<file path="src/pbt_pkg.sv">
package pbt_pkg;
  // register offsets
  localparam logic [7:0] calib_config_one_addr = 8'hd9;
  localparam logic [7:0] mult_sel_addr         = 8'he0;
  localparam logic [7:0] control_addr          = 8'he1;
  localparam logic [7:0] status_addr           = 8'he2;
  localparam logic [7:0] mask_addr             = 8'he3;
  localparam logic [7:0] base_lo_addr          = 8'he4;
  localparam logic [7:0] base_hi_addr          = 8'he5;
  localparam logic [7:0] entry_lo_addr         = 8'he6;
  localparam logic [7:0] entry_hi_addr         = 8'he7;
  localparam logic [7:0] exit_lo_addr          = 8'he8;
  localparam logic [7:0] exit_hi_addr          = 8'he9;
  localparam logic [7:0] meas_lo_addr          = 8'hea;
  localparam logic [7:0] meas_hi_addr          = 8'heb;
  localparam logic [7:0] offset_base_addr      = 8'hec;
  // field positions in calib_config_one
  localparam int auto_thr_bit     = 7;
  localparam int autodec_bit      = 6;
  localparam int auto_base_bit    = 3;
  localparam int win_lsb          = 0;
  localparam logic [7:0] cfg_writable_mask = 8'hcf;
  // status and mask bits
  localparam int lowered_bit      = 0;
  localparam int trimmed_bit      = 1;
  // control bits
  localparam int prox_mode_bit    = 0;
  // widths
  localparam int sample_w         = 14;
  localparam int thr_w            = 16;
  localparam int chan_n           = 4;
  localparam int chan_w           = 2;
  localparam int acc_w            = 21;
  // reset values
  localparam logic [7:0]  calib_config_one_rst = 8'h0c;
  localparam logic [3:0]  mult_sel_rst         = 4'h0;
  localparam logic [13:0] base_rst             = 14'h3fff;
  localparam logic [15:0] thr_rst              = 16'hffff;
  localparam logic [7:0]  offset_rst           = 8'h00;
  localparam logic [4:0]  mult_bias            = 5'h04;
endpackage

</file>
<file path="src/pbt_avg_if.sv">
`timescale 1ns/1ns
// links the tracker to its window averager
interface pbt_avg_if;
  logic                          sample_valid;
  logic [pbt_pkg::sample_w-1:0]  sample_data;
  logic [2:0]                    window_sel;
  logic                          avg_done;
  logic [pbt_pkg::sample_w-1:0]  avg_value;
  modport tracker (output sample_valid, output sample_data, output window_sel,
                   input avg_done, input avg_value);
  modport averager (input sample_valid, input sample_data, input window_sel,
                    output avg_done, output avg_value);
endinterface

</file>
<file path="src/pbt_window_avg.sv">
`timescale 1ns/1ns
module pbt_window_avg (
  // clock and reset
  input  wire logic core_clk,
  input  wire logic rst,
  // averager side
  pbt_avg_if.averager av
);
  logic [pbt_pkg::acc_w-1:0] acc;
  logic [7:0]                cnt;
  logic                      skip;
  logic [7:0]                target;
  logic [7:0]                next_cnt;
  logic [pbt_pkg::acc_w-1:0] next_acc;
  logic                      window_end;
  logic [pbt_pkg::acc_w-1:0] shifted;

  // window length and end-of-window detect
  assign skip       = (av.window_sel == 3'h0);
  assign target     = 8'h01 << av.window_sel;
  assign next_cnt   = cnt + 8'h01;
  assign next_acc   = acc + {{(pbt_pkg::acc_w-pbt_pkg::sample_w){1'b0}}, av.sample_data};
  assign window_end = av.sample_valid && (skip || next_cnt >= target);
  assign shifted    = next_acc >> av.window_sel;

  // accumulate, publish only at the end of each window
  always_ff @(posedge core_clk) begin
    if (rst) begin
      acc          <= '0;
      cnt          <= 8'h00;
      av.avg_done  <= 1'b0;
      av.avg_value <= '0;
    end else begin
      av.avg_done <= window_end;
      if (window_end) begin
        acc          <= '0;
        cnt          <= 8'h00;
        av.avg_value <= skip ? av.sample_data : shifted[pbt_pkg::sample_w-1:0];
      end else if (av.sample_valid) begin
        acc <= next_acc;
        cnt <= next_cnt;
      end
    end
  end
endmodule // pbt_window_avg

</file>
<file path="src/pbt_baseline_tracker.sv">
`timescale 1ns/1ns
module pbt_baseline_tracker (
  // clock and reset
  input  wire logic                                    core_clk,
  input  wire logic                                    rst,
  // register port
  input  wire logic [7:0]                              reg_addr,
  input  wire logic [7:0]                              reg_wdata,
  input  wire logic                                    reg_wr,
  input  wire logic                                    reg_rd,
  output logic      [7:0]                              reg_rdata,
  // proximity samples
  input  wire logic                                    sample_valid,
  input  wire logic [pbt_pkg::sample_w-1:0]            sample_data,
  input  wire logic [pbt_pkg::chan_w-1:0]              sample_chan,
  // results to the engine
  output logic      [pbt_pkg::sample_w-1:0]            stored_prox_baseline,
  output logic      [pbt_pkg::thr_w-1:0]               gesture_entry_threshold,
  output logic      [pbt_pkg::thr_w-1:0]               gesture_exit_threshold,
  output logic      [8*pbt_pkg::chan_n-1:0]            offset_flat,
  // interrupt
  output logic                                         irq
);
  pbt_avg_if avg_bus ();

  logic [7:0]                   calib_config_one;
  logic [3:0]                   threshold_multiplier_sel;
  logic [7:0]                   control;
  logic [1:0]                   status;
  logic [1:0]                   mask;
  logic [7:0]                   offset_reg [pbt_pkg::chan_n];
  logic [pbt_pkg::sample_w-1:0] measured_baseline_avg;

  logic                         auto_threshold_enable;
  logic                         offset_autodec_enable;
  logic                         auto_baseline_enable;
  logic [2:0]                   baseline_window_sel;
  logic                         prox_mode;

  // configuration fields
  assign auto_threshold_enable = calib_config_one[pbt_pkg::auto_thr_bit];
  assign offset_autodec_enable = calib_config_one[pbt_pkg::autodec_bit];
  assign auto_baseline_enable  = calib_config_one[pbt_pkg::auto_base_bit];
  assign baseline_window_sel   = calib_config_one[pbt_pkg::win_lsb +: 3];
  assign prox_mode             = control[pbt_pkg::prox_mode_bit];

  // averager feed
  assign avg_bus.sample_valid = sample_valid && prox_mode;
  assign avg_bus.sample_data  = sample_data;
  assign avg_bus.window_sel   = baseline_window_sel;

  pbt_window_avg u_avg (
    .core_clk (core_clk),
    .rst      (rst),
    .av       (avg_bus.averager)
  );

  // write decode
  logic wr_cfg;
  logic wr_mult;
  logic wr_ctrl;
  logic wr_status;
  logic wr_mask;
  logic wr_base_lo;
  logic wr_base_hi;
  logic wr_entry_lo;
  logic wr_entry_hi;
  logic wr_exit_lo;
  logic wr_exit_hi;
  assign wr_cfg      = reg_wr && (reg_addr == pbt_pkg::calib_config_one_addr);
  assign wr_mult     = reg_wr && (reg_addr == pbt_pkg::mult_sel_addr);
  assign wr_ctrl     = reg_wr && (reg_addr == pbt_pkg::control_addr);
  assign wr_status   = reg_wr && (reg_addr == pbt_pkg::status_addr);
  assign wr_mask     = reg_wr && (reg_addr == pbt_pkg::mask_addr);
  assign wr_base_lo  = reg_wr && (reg_addr == pbt_pkg::base_lo_addr);
  assign wr_base_hi  = reg_wr && (reg_addr == pbt_pkg::base_hi_addr);
  assign wr_entry_lo = reg_wr && (reg_addr == pbt_pkg::entry_lo_addr);
  assign wr_entry_hi = reg_wr && (reg_addr == pbt_pkg::entry_hi_addr);
  assign wr_exit_lo  = reg_wr && (reg_addr == pbt_pkg::exit_lo_addr);
  assign wr_exit_hi  = reg_wr && (reg_addr == pbt_pkg::exit_hi_addr);

  // baseline lowering decision
  logic                         lower_now;
  logic [pbt_pkg::sample_w-1:0] next_baseline;
  assign lower_now = avg_bus.avg_done && auto_baseline_enable
                     && (avg_bus.avg_value < stored_prox_baseline);
  always_comb begin
    next_baseline = stored_prox_baseline;
    if (lower_now) begin
      next_baseline = avg_bus.avg_value;
    end else if (wr_base_lo) begin
      next_baseline = {stored_prox_baseline[13:8], reg_wdata};
    end else if (wr_base_hi) begin
      next_baseline = {reg_wdata[5:0], stored_prox_baseline[7:0]};
    end
  end

  // threshold from baseline times (sel + 4) / 4, saturated
  logic [4:0]  mult_factor;
  logic [18:0] thr_prod;
  logic [16:0] thr_quot;
  logic [15:0] thr_sat;
  logic        base_changes;
  assign mult_factor  = {1'b0, threshold_multiplier_sel} + pbt_pkg::mult_bias;
  assign thr_prod     = {5'h00, next_baseline} * {14'h0000, mult_factor};
  assign thr_quot     = thr_prod[18:2];
  assign thr_sat      = thr_quot[16] ? 16'hffff : thr_quot[15:0];
  assign base_changes = (next_baseline != stored_prox_baseline);
  logic        thr_follow;
  assign thr_follow   = auto_threshold_enable && base_changes;

  // zero-result offset trimming
  logic [pbt_pkg::chan_n-1:0] dec_hit;
  logic                       trim_event;
  genvar gi;
  generate
    for (gi = 0; gi < pbt_pkg::chan_n; gi++) begin : g_off
      logic wr_off;
      assign wr_off = reg_wr
                      && (reg_addr == pbt_pkg::offset_base_addr + 8'(gi));
      assign dec_hit[gi] = sample_valid && prox_mode && offset_autodec_enable
                           && (sample_data == '0)
                           && (sample_chan == pbt_pkg::chan_w'(gi))
                           && (offset_reg[gi] != 8'h00);
      // software write wins over a trim in the same cycle
      always_ff @(posedge core_clk) begin
        if (rst) begin
          offset_reg[gi] <= pbt_pkg::offset_rst;
        end else if (wr_off) begin
          offset_reg[gi] <= reg_wdata;
        end else if (dec_hit[gi]) begin
          offset_reg[gi] <= offset_reg[gi] - 8'h01;
        end
      end
      assign offset_flat[8*gi +: 8] = offset_reg[gi];
    end
  endgenerate
  assign trim_event = |dec_hit;

  // configuration registers
  always_ff @(posedge core_clk) begin
    if (rst) begin
      calib_config_one         <= pbt_pkg::calib_config_one_rst;
      threshold_multiplier_sel <= pbt_pkg::mult_sel_rst;
      control                  <= 8'h00;
      mask                     <= 2'b00;
    end else begin
      if (wr_cfg) begin
        calib_config_one <= reg_wdata & pbt_pkg::cfg_writable_mask;
      end
      if (wr_mult) begin
        threshold_multiplier_sel <= reg_wdata[3:0];
      end
      if (wr_ctrl) begin
        control <= {7'h00, reg_wdata[pbt_pkg::prox_mode_bit]};
      end
      if (wr_mask) begin
        mask <= reg_wdata[1:0];
      end
    end
  end

  // stored baseline
  always_ff @(posedge core_clk) begin
    if (rst) begin
      stored_prox_baseline <= pbt_pkg::base_rst;
    end else begin
      stored_prox_baseline <= next_baseline;
    end
  end

  // last measured average, kept for software
  always_ff @(posedge core_clk) begin
    if (rst) begin
      measured_baseline_avg <= '0;
    end else if (avg_bus.avg_done) begin
      measured_baseline_avg <= avg_bus.avg_value;
    end
  end

  // gesture thresholds: hardware follow wins over a software write
  always_ff @(posedge core_clk) begin
    if (rst) begin
      gesture_entry_threshold <= pbt_pkg::thr_rst;
      gesture_exit_threshold  <= pbt_pkg::thr_rst;
    end else if (thr_follow) begin
      gesture_entry_threshold <= thr_sat;
      gesture_exit_threshold  <= thr_sat;
    end else begin
      if (wr_entry_lo) begin
        gesture_entry_threshold[7:0] <= reg_wdata;
      end
      if (wr_entry_hi) begin
        gesture_entry_threshold[15:8] <= reg_wdata;
      end
      if (wr_exit_lo) begin
        gesture_exit_threshold[7:0] <= reg_wdata;
      end
      if (wr_exit_hi) begin
        gesture_exit_threshold[15:8] <= reg_wdata;
      end
    end
  end

  // sticky status, write one to clear, a new event wins
  logic [1:0] set_bits;
  logic [1:0] clr_bits;
  logic [1:0] next_status;
  assign set_bits = {trim_event, lower_now};
  assign clr_bits = wr_status ? reg_wdata[1:0] : 2'b00;
  assign next_status = (status & ~clr_bits) | set_bits;
  always_ff @(posedge core_clk) begin
    if (rst) begin
      status <= 2'b00;
      irq    <= 1'b0;
    end else begin
      status <= next_status;
      irq    <= |(next_status & mask);
    end
  end

  // read selection
  logic [7:0] rd_mux;
  logic [7:0] off_rd;
  logic       off_hit;
  logic [7:0] off_idx;
  assign off_idx = reg_addr - pbt_pkg::offset_base_addr;
  assign off_hit = (reg_addr >= pbt_pkg::offset_base_addr)
                   && (off_idx < 8'(pbt_pkg::chan_n));
  assign off_rd  = offset_reg[off_idx[pbt_pkg::chan_w-1:0]];
  always_comb begin
    if (reg_addr == pbt_pkg::calib_config_one_addr) begin
      rd_mux = calib_config_one & pbt_pkg::cfg_writable_mask;
    end else if (reg_addr == pbt_pkg::mult_sel_addr) begin
      rd_mux = {4'h0, threshold_multiplier_sel};
    end else if (reg_addr == pbt_pkg::control_addr) begin
      rd_mux = control;
    end else if (reg_addr == pbt_pkg::status_addr) begin
      rd_mux = {6'h00, status};
    end else if (reg_addr == pbt_pkg::mask_addr) begin
      rd_mux = {6'h00, mask};
    end else if (reg_addr == pbt_pkg::base_lo_addr) begin
      rd_mux = stored_prox_baseline[7:0];
    end else if (reg_addr == pbt_pkg::base_hi_addr) begin
      rd_mux = {2'b00, stored_prox_baseline[13:8]};
    end else if (reg_addr == pbt_pkg::entry_lo_addr) begin
      rd_mux = gesture_entry_threshold[7:0];
    end else if (reg_addr == pbt_pkg::entry_hi_addr) begin
      rd_mux = gesture_entry_threshold[15:8];
    end else if (reg_addr == pbt_pkg::exit_lo_addr) begin
      rd_mux = gesture_exit_threshold[7:0];
    end else if (reg_addr == pbt_pkg::exit_hi_addr) begin
      rd_mux = gesture_exit_threshold[15:8];
    end else if (reg_addr == pbt_pkg::meas_lo_addr) begin
      rd_mux = measured_baseline_avg[7:0];
    end else if (reg_addr == pbt_pkg::meas_hi_addr) begin
      rd_mux = {2'b00, measured_baseline_avg[13:8]};
    end else if (off_hit) begin
      rd_mux = off_rd;
    end else begin
      rd_mux = 8'h00;                                                   // unmapped reads zero
    end
  end

  // read data one cycle after the strobe, zero otherwise
  always_ff @(posedge core_clk) begin
    if (rst) begin
      reg_rdata <= 8'h00;
    end else begin
      reg_rdata <= reg_rd ? rd_mux : 8'h00;
    end
  end
endmodule // pbt_baseline_tracker

</file>
<file path="config.mk">
export PLATFORM = sky130hd
export DESIGN_NAME = pbt_baseline_tracker
export DESIGN_NICKNAME = d
export VERILOG_FILES = /design/src/pbt_pkg.sv /design/src/pbt_avg_if.sv /design/src/pbt_window_avg.sv /design/src/pbt_baseline_tracker.sv
export SDC_FILE = /design/constraint.sdc
export NUM_CORES = 1
export LEC_CHECK = 0
export ABC_CLOCK_PERIOD_IN_PS = 6600
export BUFFER_PORTS_ARGS = -buffer_cell sky130_fd_sc_hd__buf_2
export CORE_AREA = 3 3 210 212
export CTS_BUF_LIST = sky130_fd_sc_hd__clkbuf_8
export DETAILED_ROUTE_END_ITERATION = 8
export DIE_AREA = 0 0 213 215
export GPL_ROUTABILITY_DRIVEN = 0
export HOLD_SLACK_MARGIN = 0.08
export PLACE_DENSITY_LB_ADDON = 0.05
export SLEW_MARGIN = 10
export SYNTH_ARGS = -nofsm -noshare
export SYNTH_HDL_FRONTEND = slang
export SYNTH_SLANG_ARGS = --single-unit
</file>
<file path="constraint.sdc">
create_clock -name core_clk -period 6.6 [get_ports core_clk]
set_input_delay 1.32 -clock core_clk [delete_from_list [all_inputs] [get_ports core_clk]]
set_output_delay 1.32 -clock core_clk [all_outputs]
set_load 0.005 [all_outputs]
</file>
# Word level (Yosys, flattened, before mapping)

Memories as Yosys holds them, arrays and structs flattened.
Index checks and enable logic that the tools add are counted.

Bitwise gates (word level): 13
Mux-type cells: 64
Equality and inequality tests: 21
Add/subtract/negate cells: 8
Reduce and logical (&&, ||, !) cells: 48
Multiply operators: 1
$lt $le $gt $ge: 4
Shift-type cells: 2

Operators by type and width:

| kind                  | count |
|---|---|
| $mux W8               | 26 |
| $eq A8 B8 Y1 const B  | 17 |
| $mux W14              | 4 |
| $mux W16              | 3 |
| $reduce_bool A8 Y1    | 4 |
| $sub A8 B1 Y8 const B | 4 |
| $logic_and A1 B1 Y1   | 31 |
| $mux W1               | 30 |
| $add A21 B14 Y21      | 1 |
| $shr A21 B3 Y14       | 1 |
| $mul A14 B5 Y19       | 1 |
| $logic_not A14 Y1     | 1 |
| $lt A14 B14 Y1        | 1 |
| $ne A14 B14 Y1        | 1 |
| $add A8 B1 Y8 const B | 1 |
| $ge A8 B8 Y1          | 1 |
| $ge A8 B8 Y1 const B  | 1 |
| $lt A8 B3 Y1 const B  | 1 |
| $or A1 B1 Y1          | 8 |
| $reduce_bool A2 Y1    | 4 |
| $reduce_or A4 Y1      | 2 |
| $shl A1 B3 Y8 const A | 1 |
| $sub A8 B8 Y8 const B | 1 |
| $reduce_or A2 Y1      | 3 |
| other kinds (11)      | 13 |

Register bits: 128
Output and inout bits: 87
RAM bits: 32
Input port bits: 37
Word-level logic and storage cells: 180
Memories: 1

Memories:

| name       | words | width | rd ports | clocked after memory_dff | wr ports | line                       | RTL |
|---|---|---|---|---|---|---|---|
| offset_reg | 4     | 8     | 5        | 0                        | 4        | pbt_baseline_tracker.sv:31 | `logic [7:0] offset_reg [pbt_pkg::chan_n];` |

# Longest topological paths before layout

Depth after elaboration: 17
Gate-level depth with buffers: 29

# Cells and area by module

From an unflattened synthesis, not the netlist that was laid out.

Cells, all modules: 1508
Area, all modules: 13031.2 um^2

By module, submodules not included:

| module               | area an instance (um^2) | cells each | times used | seq. area each (um^2) |
|---|---|---|---|---|
| pbt_baseline_tracker | 9188.8                  | 1053       | 1          | 2642.5 |
| pbt_window_avg       | 3842.4                  | 455        | 1          | 880.8 |

# Worst setup path before layout

No wires, ideal clock.

Path type: input port to flip-flop
Start point: input reg_addr[4]
End point: register gesture_exit_threshold[13] (netlist name)
Arrival: 6.649 ns
Stages on the path: 21
Setup slack: -0.171 ns
Library setup time: 0.122 ns
Path through: and4b_1 buf_2 nand4b_4 nor2_4 mux2i_1 a21oi_1 and2_1 fa_1 fa_1 inv_1 fa_1 inv_1 ha_1 a211o_1 o41ai_2 nand3_1 and4b_1 nor3_1 clkbuf_1 nand4_1 a221o_1

Cells in the longest elaborated chain, start to end: 8

Ends and longest elaborated chain:

| what                                                     | line                                                     | RTL |
|---|---|---|
| from (decl)                                              | pbt_baseline_tracker.sv:7                                | `input wire logic [7:0] reg_addr,` |
| $eq A8 B8 Y1                                             | pbt_baseline_tracker.sv:76                               | `assign wr_base_hi = reg_wr && (reg_addr == pbt_pkg::base_hi_addr);` |
| $logic_and A1 B1 Y1                                      | pbt_baseline_tracker.sv:76                               |  |
| $mux W14                                                 | pbt_baseline_tracker.sv:93                               | `end else if (wr_base_hi) begin` |
| $mux W14                                                 | pbt_baseline_tracker.sv:91                               | `end else if (wr_base_lo) begin` |
| $mux W14                                                 | pbt_baseline_tracker.sv:89                               | `if (lower_now) begin` |
| $mul A14 B5 Y19 / $ne A14 B14 Y1 (equally long branches) | pbt_baseline_tracker.sv:105, pbt_baseline_tracker.sv:108 |  |
| $mux W16 / $logic_and A1 B1 Y1 (equally long branches)   | pbt_baseline_tracker.sv:107, pbt_baseline_tracker.sv:110 |  |
| $mux W16 / $reduce_bool A2 Y1 (equally long branches)    | -                                                        |  |
| to (signal assigned)                                     | pbt_baseline_tracker.sv:185                              | `gesture_exit_threshold <= pbt_pkg::thr_rst;` |
| to (signal assigned)                                     | pbt_baseline_tracker.sv:188                              | `gesture_exit_threshold <= thr_sat;` |
| to (decl)                                                | pbt_baseline_tracker.sv:19                               | `output logic [pbt_pkg::thr_w-1:0] gesture_exit_threshold,` |

Several ways; a longest one is shown, not always the timed one.
A chain may end at the register's enable or synchronous reset.

# Final worst setup path

Start point: input reg_addr[4]
End point: register gesture_exit_threshold[0] (netlist name)

Same word-level chain as after synthesis.

==> metrics.md <==
| Metric | Value |
|---|---|
| Post-synthesis cell area | 12700 um2 |
| Most frequent cells in the layout | nand2_1 (180), nor2_1 (137), dfxtp_1 (128), buf_2 (123), buf_4 (118) |
| Startpoint types | primary input |
| Die Area | 45800 um2 |
| Initial antenna violation count | 1 |
| Asr flop ratio synth | 0 |
| Post-Synth Simple-Gate Area | 0.217 |
| Commonest non-fill, non-tap cell in the layout | nand2_1 |
| Row count | 75 |
| Leak pwr | 6.34 nW |
| Post-Synthesis Cells | 1526 |
| Die Span X | 213 um |
| Clock Skew | 18.0 ps |
| Area grow syn2layout | 19.4% |
| Iter 0 DRT Violations | 853 |
| Initial Util | 0.301 |
| Final WS setup | 211 ps |
| Syn Nets | 1671 |
| Largest family of logic cells by synthesized area | simple AND/OR/NAND/NOR gates |
| Total core area | 42100 um2 |
| Max frequency | 157 MHz |
| Antenna Violating Nets Remaining | 0 |
| Crit. End Element | flip-flop |
| Run status | finished clean |
| Unique masters post-synth | 80 |
| #FFs+latches synth | 160 |
| Overflow after GRT | 0 |
| Max reg flops | 32 |
| DR vias | 12.0k |
| Clock sink count | 160 |
| EDFF count, synth | 32 |
| CP most frequent cell | fa_1 |
| Max-cap violations | 0 |
| WL/cell | 21.8 um |
| Critical-path top delay cell | fa_1 |
| Adder-Cell Fraction of Synth Area | 0.128 |
| IR drop worst, VDD | 140 uV |
| H-tree levels | 4 |
| CTS Hold Bufs | 0 |
| CTS clk-pin slew, worst paths | 110 ps |
| Power density over the cells | 139 nW/um2 |
| Worst-margin pin slew | 1060 ps |
| Antenna fix cells | 0 |
| Top post-synthesis cells by area | dfxtp_1 (20%), edfxtp_1 (7.6%), ha_1 (7.0%) |
| Worst path bufs/invs | 4 |
| Clock share of power | 0.406 |
| Fin. max-slew vios | 0 |
| Inst Count DP | 2232 |
| Period utilisation layout | 0.968 |
| First-pass GRT wire length | 75000 um |
| DR pass1 iterations | 5 |
| Yosys warning total | 0 |
| Routed WL | 49400 um |
| Layout cells sized above 1 | 0.195 |
| Logic pwr share | 0.106 |
| Ports | 124 |
| Final min period | 6390 ps |
| Vias in the first global route | 12.0k |
| Ys flop type | dfxtp_1 |
| HP Class | reg2reg |
| Pre-CTS setup slack | -376 ps |
| Compound-Gate Fraction of Synth Area | 0.181 |
| Synth area leader | dfxtp_1 |
| Hold Fails Final Rpt | 0 |
| Routed vias/inst | 5.30 |
| Root Buffer | clkbuf_8 |
| Die height | 215 um |
| NetSw | 630 uW |
| Avg Inst Size Synth | 8.32 um2 |
| Power Internal | 1.48 mW |
| Crit path arrival time | 6860 ps |
| Crit path required time | 7070 ps |
| Clock Latency Late Sink | 560 ps |
| CP max stage delay | 540 ps |
| Post-route insts no fill | 2264 |
| Critical Path Fanout Max | 9 |
| Delay-heaviest family, CP | simple AND/OR/NAND/NOR gates |
| CTS tree | yes |
| Synth Area in XOR/XNOR | 0.0641 |
| WS Path Type | in2reg |
| Largest net degree at the start of global routing | 46 |
| Final setup vio count | 0 |
| Nets | 1857 |
| Sequential share of power | 0.488 |
| Crit-path cells | buf_2, and4b_1, nand4b_4, nor2_4, buf_12, mux2i_1, a21oi_2, and2_1, fa_1, fa_1, inv_1, fa_1, inv_1, ha_1, a211o_1, o41ai_4, nand3_1, and4b_1, or3_4, or3_1, a21o_1 |
| Slew HR | 0.285 |
| Post-synth top area share | 0.202 |
| # DRC | 0 |
| Total track usage | 0.218 |
| I/O Buffers | 123 |
| Post-DP HPWL | 38000 um |
| Clk buf depth | 2 |
| Switching fraction of total power | 0.299 |
| Inserted Clock Buffers | 17 |
| Post-synthesis mux area share | 0.0815 |
| Sequential area share after synthesis | 0.277 |
-- stage by stage --
step	utilization	cell area [um2]	setup TNS (ps)	hold slack (ps)	power, mW
after floorplan	-	12700	0	440	1.16
after global placement	0.348	14700	-4270	446	1.27
after detailed placement	0.348	14700	-9110	453	1.27
after CTS	0.358	15100	0	467	2.14
after global routing	0.360	15200	-20.1	489	2.20
final	0.360	15200	0	464	2.11
-- routing by layer --
metal  global-route usage  routed length [um]  vias up
met5                    0                   0        -
met4               0.0785                1480        0
met3               0.0426                2790       66
met2                0.327               21400      313
met1                0.311               23700     5852
li1                     -                   -     5768
-- cells by family (layout without fill, tap and decap cells) --
| logic type | after synthesis | in the layout |
|---|---|---|
| xor+xnor | 93 | 93 |
| buf+inv | 169 | 368 |
| flops | 160 | 160 |
| simple gates | 569 | 569 |
| mux | 81 | 81 |
| compound gates | 346 | 346 |
| fa+ha+maj | 108 | 108 |
-- path summary, 6_finish.rpt --
path / cells after the start / to / from / slack (ps)
worst max-delay path: 21 / gesture_exit_threshold[0] / reg_addr[4] / 210
worst min-delay path: 2 / u_avg.acc[9] / u_avg.acc[9] / 460
worst max register to register: 24 / gesture_exit_threshold[0] / stored_prox_baseline[11] / 290
worst min register to register: 2 / u_avg.acc[9] / u_avg.acc[9] / 460
-- worst register-to-register path, delay by kind of cell, from the launching register on --
family,cells,cell delay (ps)
adders and majority gates,5,2210
AOI/OAI and AO/OA,6,1200
and+or+nand+nor,9,2110
buffers and inverters,4,370
DFF,1,340
-- cell usage after synthesis, types with 26 or more instances --
cell,count
nor3_1,35
nor2_1,138
xnor2_1,58
nand2_1,180
fa_1,37
nor2b_1,27
clkbuf_1,58
xor2_1,35
inv_1,88
a21oi_1,97
and2_1,44
a21o_1,31
mux2i_1,58
o21ai_0,79
ha_1,71
nand2b_1,26
dfxtp_1,128
nand3_1,41
edfxtp_1,32
-- cell type report --
| class | count | area (um2) |
|---|---|---|
| clock buffer | 17 | 234 |
| clock inverter | 15 | 195 |
| fill | 4449 | 27000 |
| inverter | 91 | 342 |
| multi-input combinational | 1197 | 8610 |
| sequential | 160 | 3520 |
| tap | 539 | 674 |
| timing repair buffer | 245 | 1580 |
-- power by group through the flow --
stage | combinational (mW) | clock (mW) | sequential (mW)
after detailed placement | 0.221 | 0 | 1.05
final | 0.223 | 0.856 | 1.03
after global routing | 0.241 | 0.926 | 1.03
after CTS | 0.222 | 0.891 | 1.03
after global placement | 0.222 | 0 | 1.05
after floorplan | 0.118 | 0 | 1.04
-- what timing repair did --
item,CTS,global route
gates resized for setup,0,18
buffers inserted,0,0
setup endpoints to repair,0,32
(Power assumes the default switching activity.)
